--- config.mk ---
export PLATFORM = sky130hd
export DESIGN_NAME = swd_top
export DESIGN_NICKNAME = d
export VERILOG_FILES = /design/src/swd_pkg.sv /design/src/swd_top.sv /design/src/swd_prescaler.sv
export SDC_FILE = /design/constraint.sdc
export NUM_CORES = 1
export LEC_CHECK = 0
export BUFFER_PORTS_ARGS = -buffer_cell sky130_fd_sc_hd__buf_2
export CAP_MARGIN = 20
export CORE_MARGIN = 5
export CORE_UTILIZATION = 41
export DETAILED_ROUTE_END_ITERATION = 10
export PLACE_DENSITY_LB_ADDON = 0.1
export SYNTH_ARGS = -nofsm -noshare
export SYNTH_HDL_FRONTEND = slang
export SYNTH_SLANG_ARGS = --single-unit
export TNS_END_PERCENT = 5
--- constraint.sdc ---
create_clock -name core_clk -period 6.26 [get_ports core_clk]
set_input_delay 1.252 -clock core_clk [delete_from_list [all_inputs] [get_ports core_clk]]
set_output_delay 1.252 -clock core_clk [all_outputs]
set_load 0.03 [all_outputs]
--- src/swd_pkg.sv ---
/*
  Shared constants and types for the system watchdog timer.
  Assumes a single core clock domain and an asynchronous active-high reset.
*/
`default_nettype none
package swd_pkg;
  localparam int SWD_CNT_W = 16;
  localparam int SWD_REL_W = 8;
  localparam int SWD_PRE_W = 8;
  // counter and reload after reset: full 16-bit count at divide-by-two
  localparam logic [15:0] SWD_CNT_RST = 16'h0000;
  localparam logic [7:0] SWD_REL_RST = 8'h00;
  localparam logic [15:0] SWD_CNT_MAX = 16'hFFFF;
  // prescaler dividers, encoded as terminal counts of the divider
  localparam logic [7:0] SWD_DIV2_TC = 8'h01;
  localparam logic [7:0] SWD_DIV4_TC = 8'h03;
  localparam logic [7:0] SWD_DIV128_TC = 8'h7F;
  localparam logic [7:0] SWD_DIV256_TC = 8'hFF;
  // cycles the internal reset pulse is held after an overflow
  localparam logic [3:0] SWD_RST_HOLD = 4'h8;

  typedef enum logic [1:0]
  {
    SWD_DIV2,
    SWD_DIV4,
    SWD_DIV128,
    SWD_DIV256
  } swd_div_t;

  // one-cycle software requests from the core
  typedef struct packed
  {
    logic service;
    logic disable_req;
    logic end_of_init;
    logic load_cfg;
  } swd_cmd_t;

  // configuration written along with load_cfg
  typedef struct packed
  {
    swd_div_t div;
    logic [7:0] reload;
  } swd_cfg_t;

  typedef enum logic [1:0]
  {
    SWD_ST_INIT,
    SWD_ST_RUN,
    SWD_ST_OFF,
    SWD_ST_TRIP
  } swd_state_t;
endpackage
`default_nettype wire

--- src/swd_top.sv ---
/*
  System watchdog timer: 16-bit counter, prescaled, reloaded on service,
  disable only before end of init, overflow drives an internal reset and
  pulls the reset output pin low. Assumes commands are one-cycle pulses.
*/
// Operation
// - watchdog enabled and counting right after every reset.
// - disable request honoured only before end of initialization.
// - overflow raises internal reset and drives reset output pin low.
// - 16-bit counter advancing at core clock divided by 2/4/128/256.
// - each service while enabled loads counter high byte from reload value; disabled or tripped, the counter holds.
// - reset defaults give full 16-bit count at divide by two.
// - end of init releases reset output pin and closes disable window.
`default_nettype none
module swd_top
  import swd_pkg::*;
(
  // clock and reset
  input wire logic core_clk,
  input wire logic rst,
  // software requests
  input wire swd_cmd_t cmd,
  input wire swd_cfg_t cfg,
  // status
  output logic [15:0] count,
  output logic enabled,
  output logic init_done,
  output logic [7:0] watchdog_reload_value,
  // resets
  output logic wdt_reset_req,
  output logic reset_output_pin_n
);
  swd_state_t state;
  swd_state_t next_state;
  swd_div_t div;
  logic tick;
  logic [3:0] hold_cnt;
  logic overflow;

  // prescaler restarts on service, so a reload always gets its full interval
  swd_prescaler u_pre
  (
    .core_clk(core_clk),
    .rst(rst),
    .clear(cmd.service),
    .div(div),
    .tick(tick)
  );

  // overflow when the counter wraps on a tick while in init or run
  assign overflow = (state == SWD_ST_INIT || state == SWD_ST_RUN) &&
                    tick && (count == SWD_CNT_MAX) && !cmd.service;

  // state: disable accepted only before end of init
  always_comb
  begin
    next_state = state;
    case (state)
      SWD_ST_INIT:
      begin
        if (overflow)
          next_state = SWD_ST_TRIP;
        else if (cmd.disable_req)
          next_state = SWD_ST_OFF;
        else if (cmd.end_of_init)
          next_state = SWD_ST_RUN;
      end
      SWD_ST_RUN:
      begin
        if (overflow)
          next_state = SWD_ST_TRIP;
      end
      SWD_ST_OFF:
        next_state = SWD_ST_OFF;
      SWD_ST_TRIP:
      begin
        // trip holds until the system reset it requested arrives
        next_state = SWD_ST_TRIP;
      end
      default: next_state = SWD_ST_INIT;
    endcase
  end

  // starts supervising straight out of reset, no software needed
  always_ff @(posedge core_clk or posedge rst)
  begin
    if (rst)
      state <= SWD_ST_INIT;
    else
      state <= next_state;
  end

  // end of init latch, kept even if watchdog was disabled
  always_ff @(posedge core_clk or posedge rst)
  begin
    if (rst)
      init_done <= 1'b0;
    else if (cmd.end_of_init)
      init_done <= 1'b1;
  end

  // configuration; reset values give a full 16-bit count at divide by two
  always_ff @(posedge core_clk or posedge rst)
  begin
    if (rst)
    begin
      div <= SWD_DIV2;
      watchdog_reload_value <= SWD_REL_RST;
    end
    else if (cmd.load_cfg)
    begin
      div <= cfg.div;
      watchdog_reload_value <= cfg.reload;
    end
  end

  // counter: service reloads high byte and clears low byte
  always_ff @(posedge core_clk or posedge rst)
  begin
    if (rst)
      count <= SWD_CNT_RST;
    else if (state == SWD_ST_OFF || state == SWD_ST_TRIP)
      count <= count;
    else if (cmd.service)
      count <= {watchdog_reload_value, 8'h00};
    else if (tick)
      count <= count + 16'h0001;
  end

  // from the state register, so it drops on the same edge as a trip
  assign enabled = (state == SWD_ST_INIT || state == SWD_ST_RUN);

  // internal reset request pulse, a few cycles so the core catches it
  always_ff @(posedge core_clk or posedge rst)
  begin
    if (rst)
      hold_cnt <= 4'h0;
    else if (overflow)
      hold_cnt <= SWD_RST_HOLD;
    else if (hold_cnt != 4'h0)
      hold_cnt <= hold_cnt - 4'h1;
  end

  always_ff @(posedge core_clk or posedge rst)
  begin
    if (rst)
      wdt_reset_req <= 1'b0;
    else
      wdt_reset_req <= overflow || (hold_cnt > 4'h1);
  end

  // pin low through reset and until end of init; low again on trip
  always_ff @(posedge core_clk or posedge rst)
  begin
    if (rst)
      reset_output_pin_n <= 1'b0;
    else if (overflow || state == SWD_ST_TRIP)
      reset_output_pin_n <= 1'b0;
    else if (cmd.end_of_init)
      reset_output_pin_n <= 1'b1;
  end

  // checks; each guards the rule tagged on its label line
  chk_overflow_trips: assert property (
    @(posedge core_clk) disable iff (rst)
    overflow |=> !reset_output_pin_n && wdt_reset_req && !enabled)
    else $error("overflow did not raise reset");
  chk_service_reload: assert property (
    @(posedge core_clk) disable iff (rst)
    cmd.service && enabled
    |=> count == {$past(watchdog_reload_value), 8'h00})
    else $error("service did not reload counter");
  // a real overflow after end of init is the one legal way out of run
  chk_disable_late: assert property (
    @(posedge core_clk) disable iff (rst)
    init_done && enabled && !overflow |=> enabled)
    else $error("watchdog stopped after end of init");
  chk_disable_early: assert property (
    @(posedge core_clk) disable iff (rst)
    state == SWD_ST_INIT && cmd.disable_req && !overflow |=> !enabled)
    else $error("early disable ignored");
  chk_count_tick: assert property (
    @(posedge core_clk) disable iff (rst)
    enabled && tick && !cmd.service && count != SWD_CNT_MAX
    |=> count == $past(count) + 16'h0001)
    else $error("counter missed a tick");
  // service or a new divider restarts the pattern, so both are excluded
  chk_div2_rate: assert property (
    @(posedge core_clk) disable iff (rst)
    div == SWD_DIV2 && tick ##1 div == SWD_DIV2 && !cmd.service
    ##1 div == SWD_DIV2 && !cmd.service |-> tick && !$past(tick))
    else $error("divide by two rate wrong");
  chk_end_of_init_instruction_pin: assert property (
    @(posedge core_clk) disable iff (rst)
    cmd.end_of_init && !overflow && state != SWD_ST_TRIP
    |=> reset_output_pin_n && init_done)
    else $error("end of init not signalled");
  chk_start_enabled: assert property (
    @(posedge core_clk) disable iff (rst)
    $fell(rst) |-> enabled && !init_done && !reset_output_pin_n)
    else $error("not supervising after reset");
  chk_reset_pulse: assert property (
    @(posedge core_clk) disable iff (rst)
    overflow |=> wdt_reset_req [*8] ##1 !wdt_reset_req)
    else $error("reset pulse length wrong");
  // a stopped or tripped watchdog must not drift toward another overflow
  chk_off_frozen: assert property (
    @(posedge core_clk) disable iff (rst)
    !enabled |=> $stable(count))
    else $error("counter moved while stopped");
  chk_pin_until_init: assert property (
    @(posedge core_clk) disable iff (rst)
    !init_done && !cmd.end_of_init |=> !reset_output_pin_n)
    else $error("reset output released before end of init");
  chk_trip_latched: assert property (
    @(posedge core_clk) disable iff (rst)
    state == SWD_ST_TRIP |=> state == SWD_ST_TRIP && !reset_output_pin_n)
    else $error("trip released without reset");
endmodule
`default_nettype wire

--- src/swd_prescaler.sv ---
/*
  Clock prescaler for the watchdog: emits one tick every 2, 4, 128 or 256
  core cycles. Assumes the caller clears it on service to restart timing.
*/
`default_nettype none
module swd_prescaler
  import swd_pkg::*;
(
  // clock and reset
  input wire logic core_clk,
  input wire logic rst,
  // control
  input wire logic clear,
  input wire swd_div_t div,
  // tick out
  output logic tick
);
  logic [7:0] pre_cnt;

  // terminal count for the selected divider
  function automatic logic [7:0] swd_tc(input swd_div_t d);
    case (d)
      SWD_DIV2: swd_tc = SWD_DIV2_TC;
      SWD_DIV4: swd_tc = SWD_DIV4_TC;
      SWD_DIV128: swd_tc = SWD_DIV128_TC;
      default: swd_tc = SWD_DIV256_TC;
    endcase
  endfunction

  assign tick = (pre_cnt == swd_tc(div)) && !clear;

  // free divider; >= guards a divider shrunk mid-count
  always_ff @(posedge core_clk or posedge rst)
  begin
    if (rst)
      pre_cnt <= 8'h00;
    else if (clear || pre_cnt >= swd_tc(div))
      pre_cnt <= 8'h00;
    else
      pre_cnt <= pre_cnt + 8'h01;
  end
endmodule
`default_nettype wire

# Yosys cells after proc, flatten, opt, wreduce, memory -nomap -nowiden
# Cells that the tools add are included.
# classes
n_lt_le_gt_ge	2
shifts	0
bitwise_logic	1
muxes	13
n_div	0
n_mul	0
reduce_logical	18
n_eq_ne	9
add_sub_neg	3
# op_table
operator	n
$mux 16	2
$pmux 8 s3	1
$add 16x1->16 const B	1
$eq 16x16->1 const B	1
$add 8x1->8 const B	1
$eq 8x8->1	1
$ge 8x8->1	1
$mux 2	4
$mux 4	2
$mux 8	1
$pmux 2 s4	1
$eq 2x2->1 const B	3
$reduce_bool 2->1	3
$logic_or 1x1->1	5
$eq 2x1->1 const B	2
$gt 4x1->1 const B	1
$logic_and 1x1->1	4
$logic_not 2->1	2
$ne 4x4->1 const B	1
$reduce_and 2->1	2
$reduce_bool 4->1	1
$sub 4x1->4 const B	1
$mux 1	2
$ne 2x2->1 const B	1
2 further kinds	2
# totals
n_memories	0
out_inout_bits	28
mem_bits_ro	0
mem_bits_rw	0
latchBits	0
register_bits	43

# Depth between registers and ports, before layout
# Gate-level depths: netlist of the first run.
# logic_depth
depth_word	9
depth_mapped	7

# Modules after synthesis
# From an unflattened synthesis of the first run, not the netlist that was laid out.
# unflattened
cells_unflattened	239
hier_area_um2	2341.0
# modules_own_cells
mod	area_each_um2	cells_each	seq_area_each_um2	n_inst
swd_top	1786.7	182	875.8	1
swd_prescaler	554.3	57	200.2	1

# Worst setup path before layout of the first run
# No wires, ideal clock.
# synth_path
path_kind	in2reg
start	input cmd[3] (netlist name)
end	register count[14]
path_stages	5
path_slack_ns	3.725
arrival_ns	2.466
setup_time_ns	0.070
path_cell_list	clkbuf_1 or2_2 clkbuf_1 or4_1 nand3_1
# synth_via
elab_chain_len	4
word_cells_on_any_way	5
classes_between	mux (1); reduce/logical (4)
# synth_rtl
element	line_no	rtl
start, declared	swd_top.sv:22	input wire swd_cmd_t cmd,
$logic_not 1->1	swd_prescaler.sv:30	assign tick = (pre_cnt == swd_tc(div)) && !clear;
$logic_and 1x1->1	swd_prescaler.sv:30	
$reduce_bool 2->1 (no source line)	-	
$reduce_and 2->1 (no source line)	-	
end signal, assigned	swd_top.sv:123	count <= count;
end signal, assigned	swd_top.sv:125	count <= {watchdog_reload_value, 8'h00};
end signal, assigned	swd_top.sv:127	count <= count + 16'h0001;
end, declared	swd_top.sv:25	output logic [15:0] count,
# Several ways; a longest one is shown, not always the timed one.
# A chain may end at the register's enable or synchronous reset.

# Worst setup path after layout of the first run
# layout_path
start	register state[1]
end	output enabled
# layout_via
elab_chain_len	2
word_cells_on_any_way	3
classes_between	eq/ne (1); reduce/logical (2)
# layout_rtl
element	line_no	rtl
start, declared	swd_top.sv:33	swd_state_t state;
start signal, assigned	swd_top.sv:90	state <= next_state;
$eq 2x1->1 / $logic_not 2->1 (equally long branches)	swd_top.sv:131	assign enabled = (state == SWD_ST_INIT || state == SWD_ST_RUN);
$logic_or 1x1->1 (*)	swd_top.sv:131	
end, declared	swd_top.sv:26	output logic enabled,
# Every way passes the cells marked *; elsewhere a longest branch is shown, timed or not.

==> metrics.txt, run 1 <==
register area share after synthesis a little under half; Overall Global Routing Usage 15.5%; grt total ovfl 0; pre-CTS WS 3640 ps; Max Root-Sink Buffers 2; total core area about 5500 um^2; ratio of cells with drive above 1 in the final layout 23.6%; setup tns final 0 ps; largest net degree at the start of global routing 44; number of port buffers between 40 and 50; crit-path leading delay family flip-flops; Tcrit/Tclk final 44.1%; CTS H-tree depth 2; Post-synth EDFFs 0; Residual DRC 0; CP required 5010 ps; Worst setup EP type output pin; worst-case clock skew 5.50 ps; fmax 362 MHz; most common cell in the netlist dfrtp_1; Hold Path Class reg -> reg; largest family of logic cells by synthesized area simple AND/OR/NAND/NOR gates; post-synthesis cell type count 42; Setup CP Type reg -> out; Pwr Density between 150 and 200 nW/um^2; vias in the first global route 1859; Final WS setup ~3500 ps; IO Pins 44; antenna-violating nets left 0; CTS root buf clkbuf_8; syn nets 264; DR WL/cell 15.4 um; Synth area leader dfrtp_1; post-synthesis mux area share 5.14%; DP HPWL 3950 um; FF+latch count, synth 43; # setup viols final 0; CP max-delay cell dfrtp_1; Post-Syn Area 2360 um^2; WL final around 5400 um; postcts setup bufs 0; largest stage delay on the critical path 750 ps; Synth Area in XOR/XNOR 2.60%; CTS tree built; Leakage 1.24 nW; CTS resizes 0; Die X about 86 um; Async SR Flop Fraction 100%; Placed Cells incl. Taps 340; Synth area leaders dfrtp_1 46%, ha_1 6.4%, nand3_1 4.5%, mux2_2 4.3%, nor2_1 2.9%; fin util between 40 and 50%; GP Congestion approximately 0.81; CTS Buf Count 5; max_cap viols 0; die area 7370 um^2; post-synth top area share a little under half; register area between 1000 and 1500 um^2; Die Ht 85.9 um; initial cell density of the core 42.6%; Clk pin slew, worst setup/hold paths 80 ps; DRT iter0 DRCs 128; Final #Nets 303; simple-gate share of the synthesized area 23.6%; crit-path cells inv_1 > buf_2; actual slew at the worst max-slew pin 928 ps; cts hold-fix bufs 0; Max FO, Critical Path 21; clk sinks 43; fin cells 348; Period minus WS final 2760 ps; Pins Over Slew Limit 0; status finished, final reports clean; prevailing post-synth register cell dfrtp_1; most frequent cells after synthesis 43 x dfrtp_1, 21 x nand3_1, 18 x nor2_1; Layout area overhead 14.7%; Synth warnings 0; Via density 5.67; Post-Synthesis Cells 236; via count ~2000; insertion delay to the later sink of the worst-skew pair 290 ps; Arr. time, crit path ~1500 ps; initial antenna violation count 0; final hold vios 0; multi-input logic area 1200 um^2; compound-gate portion of the synthesized area between 10% and 20%; number of cell rows 27; # fillers 547; number of diodes 0; First-pass DRT Iterations 4; Avg Cell Area, Syn 10.0 um^2; Slew HR 37.6%; first-pass GRT wire length 9170 um; critical path launch point type flop; Worst Path Buf+Inv 2; setup repair after global routing missed its margin false; post-synthesis adder-cell area fraction 6.36%; Hold WS 481 ps; Peak VDD IR ~0.00013 V
layout by cell type (no fill, tap or decap), types with 2 or more instances in the layout:
cell type  Yosys  routed
a22oi_1        4       4
o311ai_0       2       2
a21oi_1        4       4
nor3_1         2       2
mux2i_1        2       2
or4_1          7       7
inv_1          9       8
o31ai_1        2       2
and4_1         3       3
nand2_1       13      13
nor2_1        18      18
or3_1          2       2
dfrtp_1       43      43
and2_1         2       2
a31oi_1        2       2
o41ai_1        4       4
o211ai_1       2       2
nor4_1         2       2
and3_1         4       4
nand3b_1       2       2
nor2b_1        6       6
a21o_1         2       2
a222oi_1       3       3
mux2_2         9       9
xnor2_1        2       2
xor2_1         5       5
o21ai_0       10      10
a211o_1        2       2
or2_2          4       4
clkbuf_8       0       5
buf_2          1      43
ha_1          12      12
a211oi_1       3       3
clkbuf_1      11       2
nand4_1        7       7
a41oi_1        2       2
nand3_1       21      21
nand2b_1       2       2
cell families (layout without fill, tap and decap cells):
family                     Yosys count  after routing
xor gates and xnor gates             7              7
adders and majority gates           12             12
buffers and inverters               21             61
muxes                               11             11
DFF                                 43             43
AOI/OAI and AO/OA                   44             44
and+or+nand+nor                     98             98
cell type report:
type                       instances  area share, %
clock inverter                     1          0.185
multi-input combinational        172           44.5
timing repair buffer              44           8.23
inverter                           9           1.25
tap                               72           3.33
clock buffer                       7           2.82
sequential                        43           39.7
per-layer routing:
| metal | up-vias | track usage [%] | share of wire (%) |
|---|---|---|---|
| met2 | 43 | 23.3 | 45 |
| met3 | 4 | 4.32 | 5.3 |
| met1 | 955 | 22.4 | 49 |
| met5 | - | 0 | 0 |
| met4 | 0 | 3.45 | 0.78 |
| li1 | 970 | - | - |
path summary, 6_finish.rpt:
kind	from	endpoint	slack (ps)	cells past startpoint
worst min-delay path	init_done	init_done	480	1
worst max register to register	div[1]	count[14]	3880	6
max in group asynchronous	rst	count[6]	4810	3
worst min register to register	init_done	init_done	480	1
min in group asynchronous	rst	watchdog_reload_value[2]	1080	3
worst max-delay path	state[1]	enabled	3500	2
state kept, by name (all words and copies together) (netlist names):
signal	count
u_pre.pre_cnt	8
wdt_reset_req	1
init_done	1
reset_output_pin_n	1
watchdog_reload_value	8
state	2
div	2
count	16
hold_cnt	4
report_power, final:
| group | internal [W] | switching, W | total [W] |
|---|---|---|---|
| Clock | 0.0000784 | 0.0000910 | 0.000169 |
| Combinational | 0.0000246 | 0.0000432 | 0.0000677 |
| Sequential | 0.000288 | 0.0000122 | 0.000300 |
| Total | 0.000391 | 0.000146 | 0.000538 |
through the flow:
stage,power (W),instance area (um^2)
floorplan,0.000352,2360
global placement,0.000373,2630
detailed placement,0.000375,2630
CTS,0.000546,2710
global route,0.000566,2710
finish,0.000538,2710
(Power assumes the default switching activity.)
==> run 2, diff against run 1 <==
ABC_AREA = 1   (was default)
clock period = 2.35 ns   (was 6.26 ns; I/O delays follow)
==> run 2 against run 1 <==
  * Final cell count is 20% higher
  * Global-route usage is 0.24 points higher
  * Utilization is 0.88 points lower
  * Critical endpoint is now count[11]
  * Largest cell class unchanged
  * Highest routed layer unchanged
==> metrics.txt, run 2 <==
status finished, final reports clean; R2R depth 11; Pins Over Slew Limit 0; DP HPWL ~4200 um; CTS root buf clkbuf_8; largest family of logic cells by synthesized area simple AND/OR/NAND/NOR gates; critical path launch point type flop; max FFs per register 16; Placed Cells incl. Taps 408; fin util 48.0%; cts hold-fix bufs 0; FF+latch count, synth 43; register area share after synthesis 44.4%; initial antenna violation count 0; post-synthesis adder-cell area fraction 6.20%; largest stage delay on the critical path 360 ps; Pwr Density 521 nW/um^2; simple-gate share of the synthesized area ~25%; Post-Syn Area 2420 um^2; clock power share 36.0%; vias in the first global route ~2000; most frequent cells after synthesis 66 x nand2_1, 43 x dfrtp_1, 40 x inv_1; syn nets 321; combinational fraction of design power between 10% and 20%; Pint 0.00108 W; Post-Synthesis Cells 293; clk sinks 43; Residual DRC 0; Top reg by flops count; reg-to-reg critical path startpoint div[1]; # setup viols final 0; Period minus WS final approximately 1900 ps; setup repair after global routing missed its margin false; Max Root-Sink Buffers 2; Die X between 80 and 90 um; number of diodes 0; # fillers between 500 and 600; CTS Buf Count 5; FF-to-FF setup slack 490 ps; insertion delay to the later sink of the worst-skew pair 300 ps; Crit. Startpoint div[1]; Cell Area, Placed 2710 um^2; DRT iter0 DRCs 60; DR WL/cell 12.8 um; die area 7550 um^2; IO Pins 44; setup tns final 0 ps; Slew HR 54.9%; First-pass DRT Iterations 4; via count 1983; initial cell density of the core 41.4%; largest net degree at the start of global routing 19; CP max-delay cell dfrtp_1; Layout area overhead 15.8%; total core area 5850 um^2; Die Ht 86.9 um; CTS tree built; CTS H-tree depth 2; fin cells 416; commonest non-fill, non-tap cell in the layout nand2_1; post-synthesis mux area share 2.79%; Final #Nets around 370; Async SR Flop Fraction 100%; number of cell rows 28; Arr. time, crit path 2050 ps; max_cap viols 0; Hold Path Class in -> async; Via density 4.77; GP Congestion 0.844; Leakage between 1 and 1.5 nW; fmax 539 MHz; most common cell in the netlist nand2_1; switching pwr roughly 0.00038 W; largest registers count (16), u_pre.pre_cnt (8), watchdog_reload_value (8); number of port buffers 43; Synth warnings 0; WL final 5330 um; Sequential Power Share 53.3%; crit-path cells inv_1 > ha_1 > nand2_1 > nor2_2 > nand2_1 > nand2_2 > nand2_4 > inv_4 > o21ai_1 > o21ai_1 > inv_1; r2r endpoint count[11]; post-route cell area 2810 um^2; Clk pin slew, worst setup/hold paths 80 ps; Overall Global Routing Usage 15.8%; first-pass GRT wire length roughly 9400 um; Tcrit/Tclk final about four fifths; post-synth top area share 44.4%; CP required 2540 ps; Max FO, Critical Path 16; Avg Cell Area, Syn 8.27 um^2; grt total ovfl 0; compound-gate portion of the synthesized area between 10% and 20%; Worst setup EP type flop; Synth Area in XOR/XNOR 2.17%; ratio of cells with drive above 1 in the final layout 23.5%; Synth area leaders dfrtp_1 44%, nand2_1 10%, ha_1 6.2%, inv_1 6.2%, nor2_1 4.2%; Post-synth EDFFs 0; post-synthesis cell type count 36; postcts setup bufs 0; actual slew at the worst max-slew pin about 680 ps; commonest non-fill, non-tap cells in the layout 66 x nand2_1, 43 x dfrtp_1, 43 x buf_2; final hold vios 0; prevailing post-synth register cell dfrtp_1; Setup CP Type reg -> reg; Peak VDD IR 0.000300 V; switching share of power about a quarter; CTS resizes 0; worst-case clock skew 4.23 ps; Synth area leader dfrtp_1; antenna-violating nets left 0
==> run 2: cell types whose count changed after synthesis, sizes merged, moves of 6 or more <==
cell and change:
o21ai +11, nor2b -6, clkbuf -10, inv +33, or4 -7, nor2 +15, a21oi +8, nand2 +59
==> run 2: area by class of cell <==
class                           count  area [um^2]  area share (%)
Tap cell                           75         93.8            3.34
Multi-Input combinational cell    203         1150            40.9
Clock buffer                        8          100            3.57
Inverter                           42          160            5.70
Timing Repair Buffer               45          230            8.20
Sequential cell                    43         1080            38.3
==> run 2: worst max-delay path by stage <==
stage / cells past startpoint / slack, ps / end
2_1_floorplan: 12 / 750 / count[12]
4_1_cts: 11 / 480 / count[9]
6_report: 11 / 490 / count[11]
5_1_grt: 11 / 290 / count[9]
3_3_place_gp: 11 / 550 / count[9]
3_5_place_dp: 11 / 500 / count[9]
==> run 2: metal layers <==
layer | global-route usage, % | part of all wire (%) | routed length (um) | vias to the layer above
li1 | - | - | - | 1040
met2 | 24.8 | 45 | 2380 | 29
met1 | 21.7 | 50 | 2680 | 907
met4 | 4.82 | 1.3 | 70 | 0
met5 | 0 | 0 | 0 | -
met3 | 3.60 | 3.7 | 197 | 7
==> run 2: power groups by stage <==
stage          sequential [W]  clock [W]  combinational (W)
5_1_grt              0.000783   0.000575           0.000182
3_5_place_dp         0.000795          0           0.000159
6_report             0.000780   0.000527           0.000156
4_1_cts              0.000780   0.000548           0.000160
3_3_place_gp         0.000795          0           0.000158
2_1_floorplan        0.000820          0          0.0000790
==> run 2: through the flow <==
| stage | worst slack (ps) | total power (W) | hold WS, ps |
|---|---|---|---|
| 3_3_place_gp | 545 | 0.000952 | 430 |
| 6_report | 493 | 0.00146 | 101 |
| 3_5_place_dp | 503 | 0.000954 | 435 |
| 2_1_floorplan | 752 | 0.000899 | 465 |
| 4_1_cts | 476 | 0.00149 | 107 |
| 5_1_grt | 289 | 0.00154 | 132 |
==> run 2: logic make-up (layout without fill, tap and decap cells) <==
kind of cell,Yosys count,in the layout
AO/OA/AOI/OAI,44,44
XOR/XNOR,6,6
adder cells (fa/ha/maj),12,12
buffers and inverters,47,95
flip-flops,43,43
multiplexers,6,6
AND/OR/NAND/NOR,135,135
==> run 2: worst max-delay path: cells and delay by family, from the launching register on <==
family | cells | cell delay (ps)
adder cells (fa/ha/maj) | 1 | 290
AO/OA/AOI/OAI | 2 | 250
flip-flops | 1 | 360
AND/OR/NAND/NOR | 5 | 510
buffers and inverters | 3 | 340
==> run 3, diff against run 2 <==
ABC_AREA = 0   (was 1)
clock period = 1.9 ns   (was 2.35 ns; I/O delays follow)
==> run 3 against run 2 <==
  * The run now ends with setup timing left
  * Sequential cell count did not move
  * Non-clock buffer count increased by 39
  * Wire length increased by 13%
  * Critical path depth down 5
  * Global-route usage up 1.6 points
  * Critical path type unchanged
  * Highest routed layer unchanged
==> metrics.txt, run 3 (same netlist as run 1, synthesis figures left out) <==
Leakage 1.46 nW; crit-path cells nor2_1 > ha_1 > nand4_1 > or4_4 > or4_1 > nand3_1; Layout area overhead 33.8%; number of port buffers 43; Via density 5.48; initial antenna violation count 0; ratio of cells with drive above 1 in the final layout 38.9%; Pwr Density 593 nW/um^2; final hold vios 0; HP Start cmd[1]; first-pass GRT wire length 10200 um; clk sinks 43; critical path launch point type flop; IO Pins 44; failing checks setup timing; Die X 85.9 um; DP HPWL 4470 um; Worst setup EP type flop; Max FO, Critical Path 4; die area 7370 um^2; status finished, violations left; R2R depth 6; actual slew at the worst max-slew pin 388 ps; post-route cell area roughly 3200 um^2; CTS Buf Count 5; DRT iter0 DRCs 114; commonest non-fill, non-tap cell in the layout buf_2; CTS root buf clkbuf_8; Overall Global Routing Usage 17.4%; Peak VDD IR 0.000460 V; FF-to-FF setup slack -260 ps; number of diodes 0; total core area 5540 um^2; vias in the first global route roughly 2100; CP max-delay cell or4_4; fin util between 50% and 60%; worst-case clock skew 12.7 ps; Crit. Startpoint div[1]; max FFs per register 16; Hold WS 303 ps; hold path endpoint init_done; insertion delay to the later sink of the worst-skew pair 300 ps; DR WL/cell 15.5 um; Pins Over Slew Limit 0; Power Total between 0.0015 and 0.002 W; Max Root-Sink Buffers 2; # setup viols final 10; GP Congestion ~0.78; largest stage delay on the critical path about 600 ps; CTS tree built; setup tns final -1340 ps; setup repair after global routing missed its margin true; commonest non-fill, non-tap cells in the layout 43 x buf_2, 41 x dfrtp_1, 37 x buf_4; WL final 6000 um; largest registers count (16), u_pre.pre_cnt (8), watchdog_reload_value (8); Cell Area, Placed 2990 um^2; CP required about 2100 ps; Tcrit/Tclk final 113%; Residual DRC 0; Final #Nets between 300 and 400; Worst Path Buf+Inv 0; Setup CP Type reg -> reg; Period minus WS final roughly 2200 ps; Final WS setup -255 ps; antenna-violating nets left 0; Slew HR around three quarters; crit-path leading delay family simple AND/OR/NAND/NOR gates; r2r endpoint count[13]; max_cap viols 0; Arr. time, crit path 2390 ps; reg-to-reg critical path startpoint div[1]; First-pass DRT Iterations 4; Die Ht 85.9 um; Hold Path Class in -> reg; via count ~2100; CTS H-tree depth 2; number of cell rows 27; largest net degree at the start of global routing between 40 and 50; fmax 464 MHz; Top reg by flops count; worst hold path depth 2; grt total ovfl 0; # fillers 526; Clk pin slew, worst setup/hold paths 80 ps; initial cell density of the core 42.6%
## run 3: changes by cell type in the layout (fill, tap and decap cells not counted), sizes merged, moves of 4 or more
cell,change
nor3,-5
and3,+4
nor2b,+6
nand3,+4
nand2,-59
o41ai,+4
a21oi,-8
inv,-33
a22oi,+4
buf,+38
nand4,+4
nor2,-15
or4,+7
o21ai,-11
## run 3: how the worst max path moves through the flow
stage                endpoint  cells past startpoint  slack (ps)
global route        count[13]                      6        -350
global placement     state[0]                      6        -180
detailed placement   state[0]                      6        -260
finish              count[13]                      6        -260
floorplan           count[14]                      7        -140
CTS                 count[13]                      6        -240
## run 3: layout make-up
| cell class | count | area [um^2] | share of cell area (%) |
|---|---|---|---|
| clock buffer | 6 | 72.6 | 2.30 |
| clock inverter | 2 | 12.5 | 0.396 |
| inverter | 9 | 36.3 | 1.15 |
| multi-input combinational | 172 | 1320 | 41.9 |
| sequential | 43 | 1080 | 34.2 |
| tap | 72 | 90.1 | 2.85 |
| timing repair buffer | 84 | 546 | 17.3 |
## run 3: report_power, final
group | total (W) | switching [W] | internal (W)
sequential | 0.000981 | 0.0000313 | 0.000950
combinational | 0.000309 | 0.000172 | 0.000136
clock | 0.000585 | 0.000327 | 0.000257
total | 0.00187 | 0.000531 | 0.00134
## run 3: what timing repair did
item / 4_1_cts / 5_1_grt
hold buffers: 1 / 0
pin swaps: 2 / 6
hold endpoints to repair: 2 / 0
buffers inserted: 1 / 1
resized for setup: 7 / 7
endpoints found under the setup margin: 17 / 22
## run 3: per-layer routing
layer	global-route usage [%]	up-vias	wire, um
met5	0	-	0
met4	4.89	0	80
met3	3.84	7	348
met2	27.4	61	2730
met1	23.9	1018	2840
li1	-	1039	-
## run 3: metrics by stage
step,setup WS (ps),instances
floorplan,-143,236
global placement,-184,377
detailed placement,-259,377
CTS,-237,387
global route,-346,388
finish,-255,388
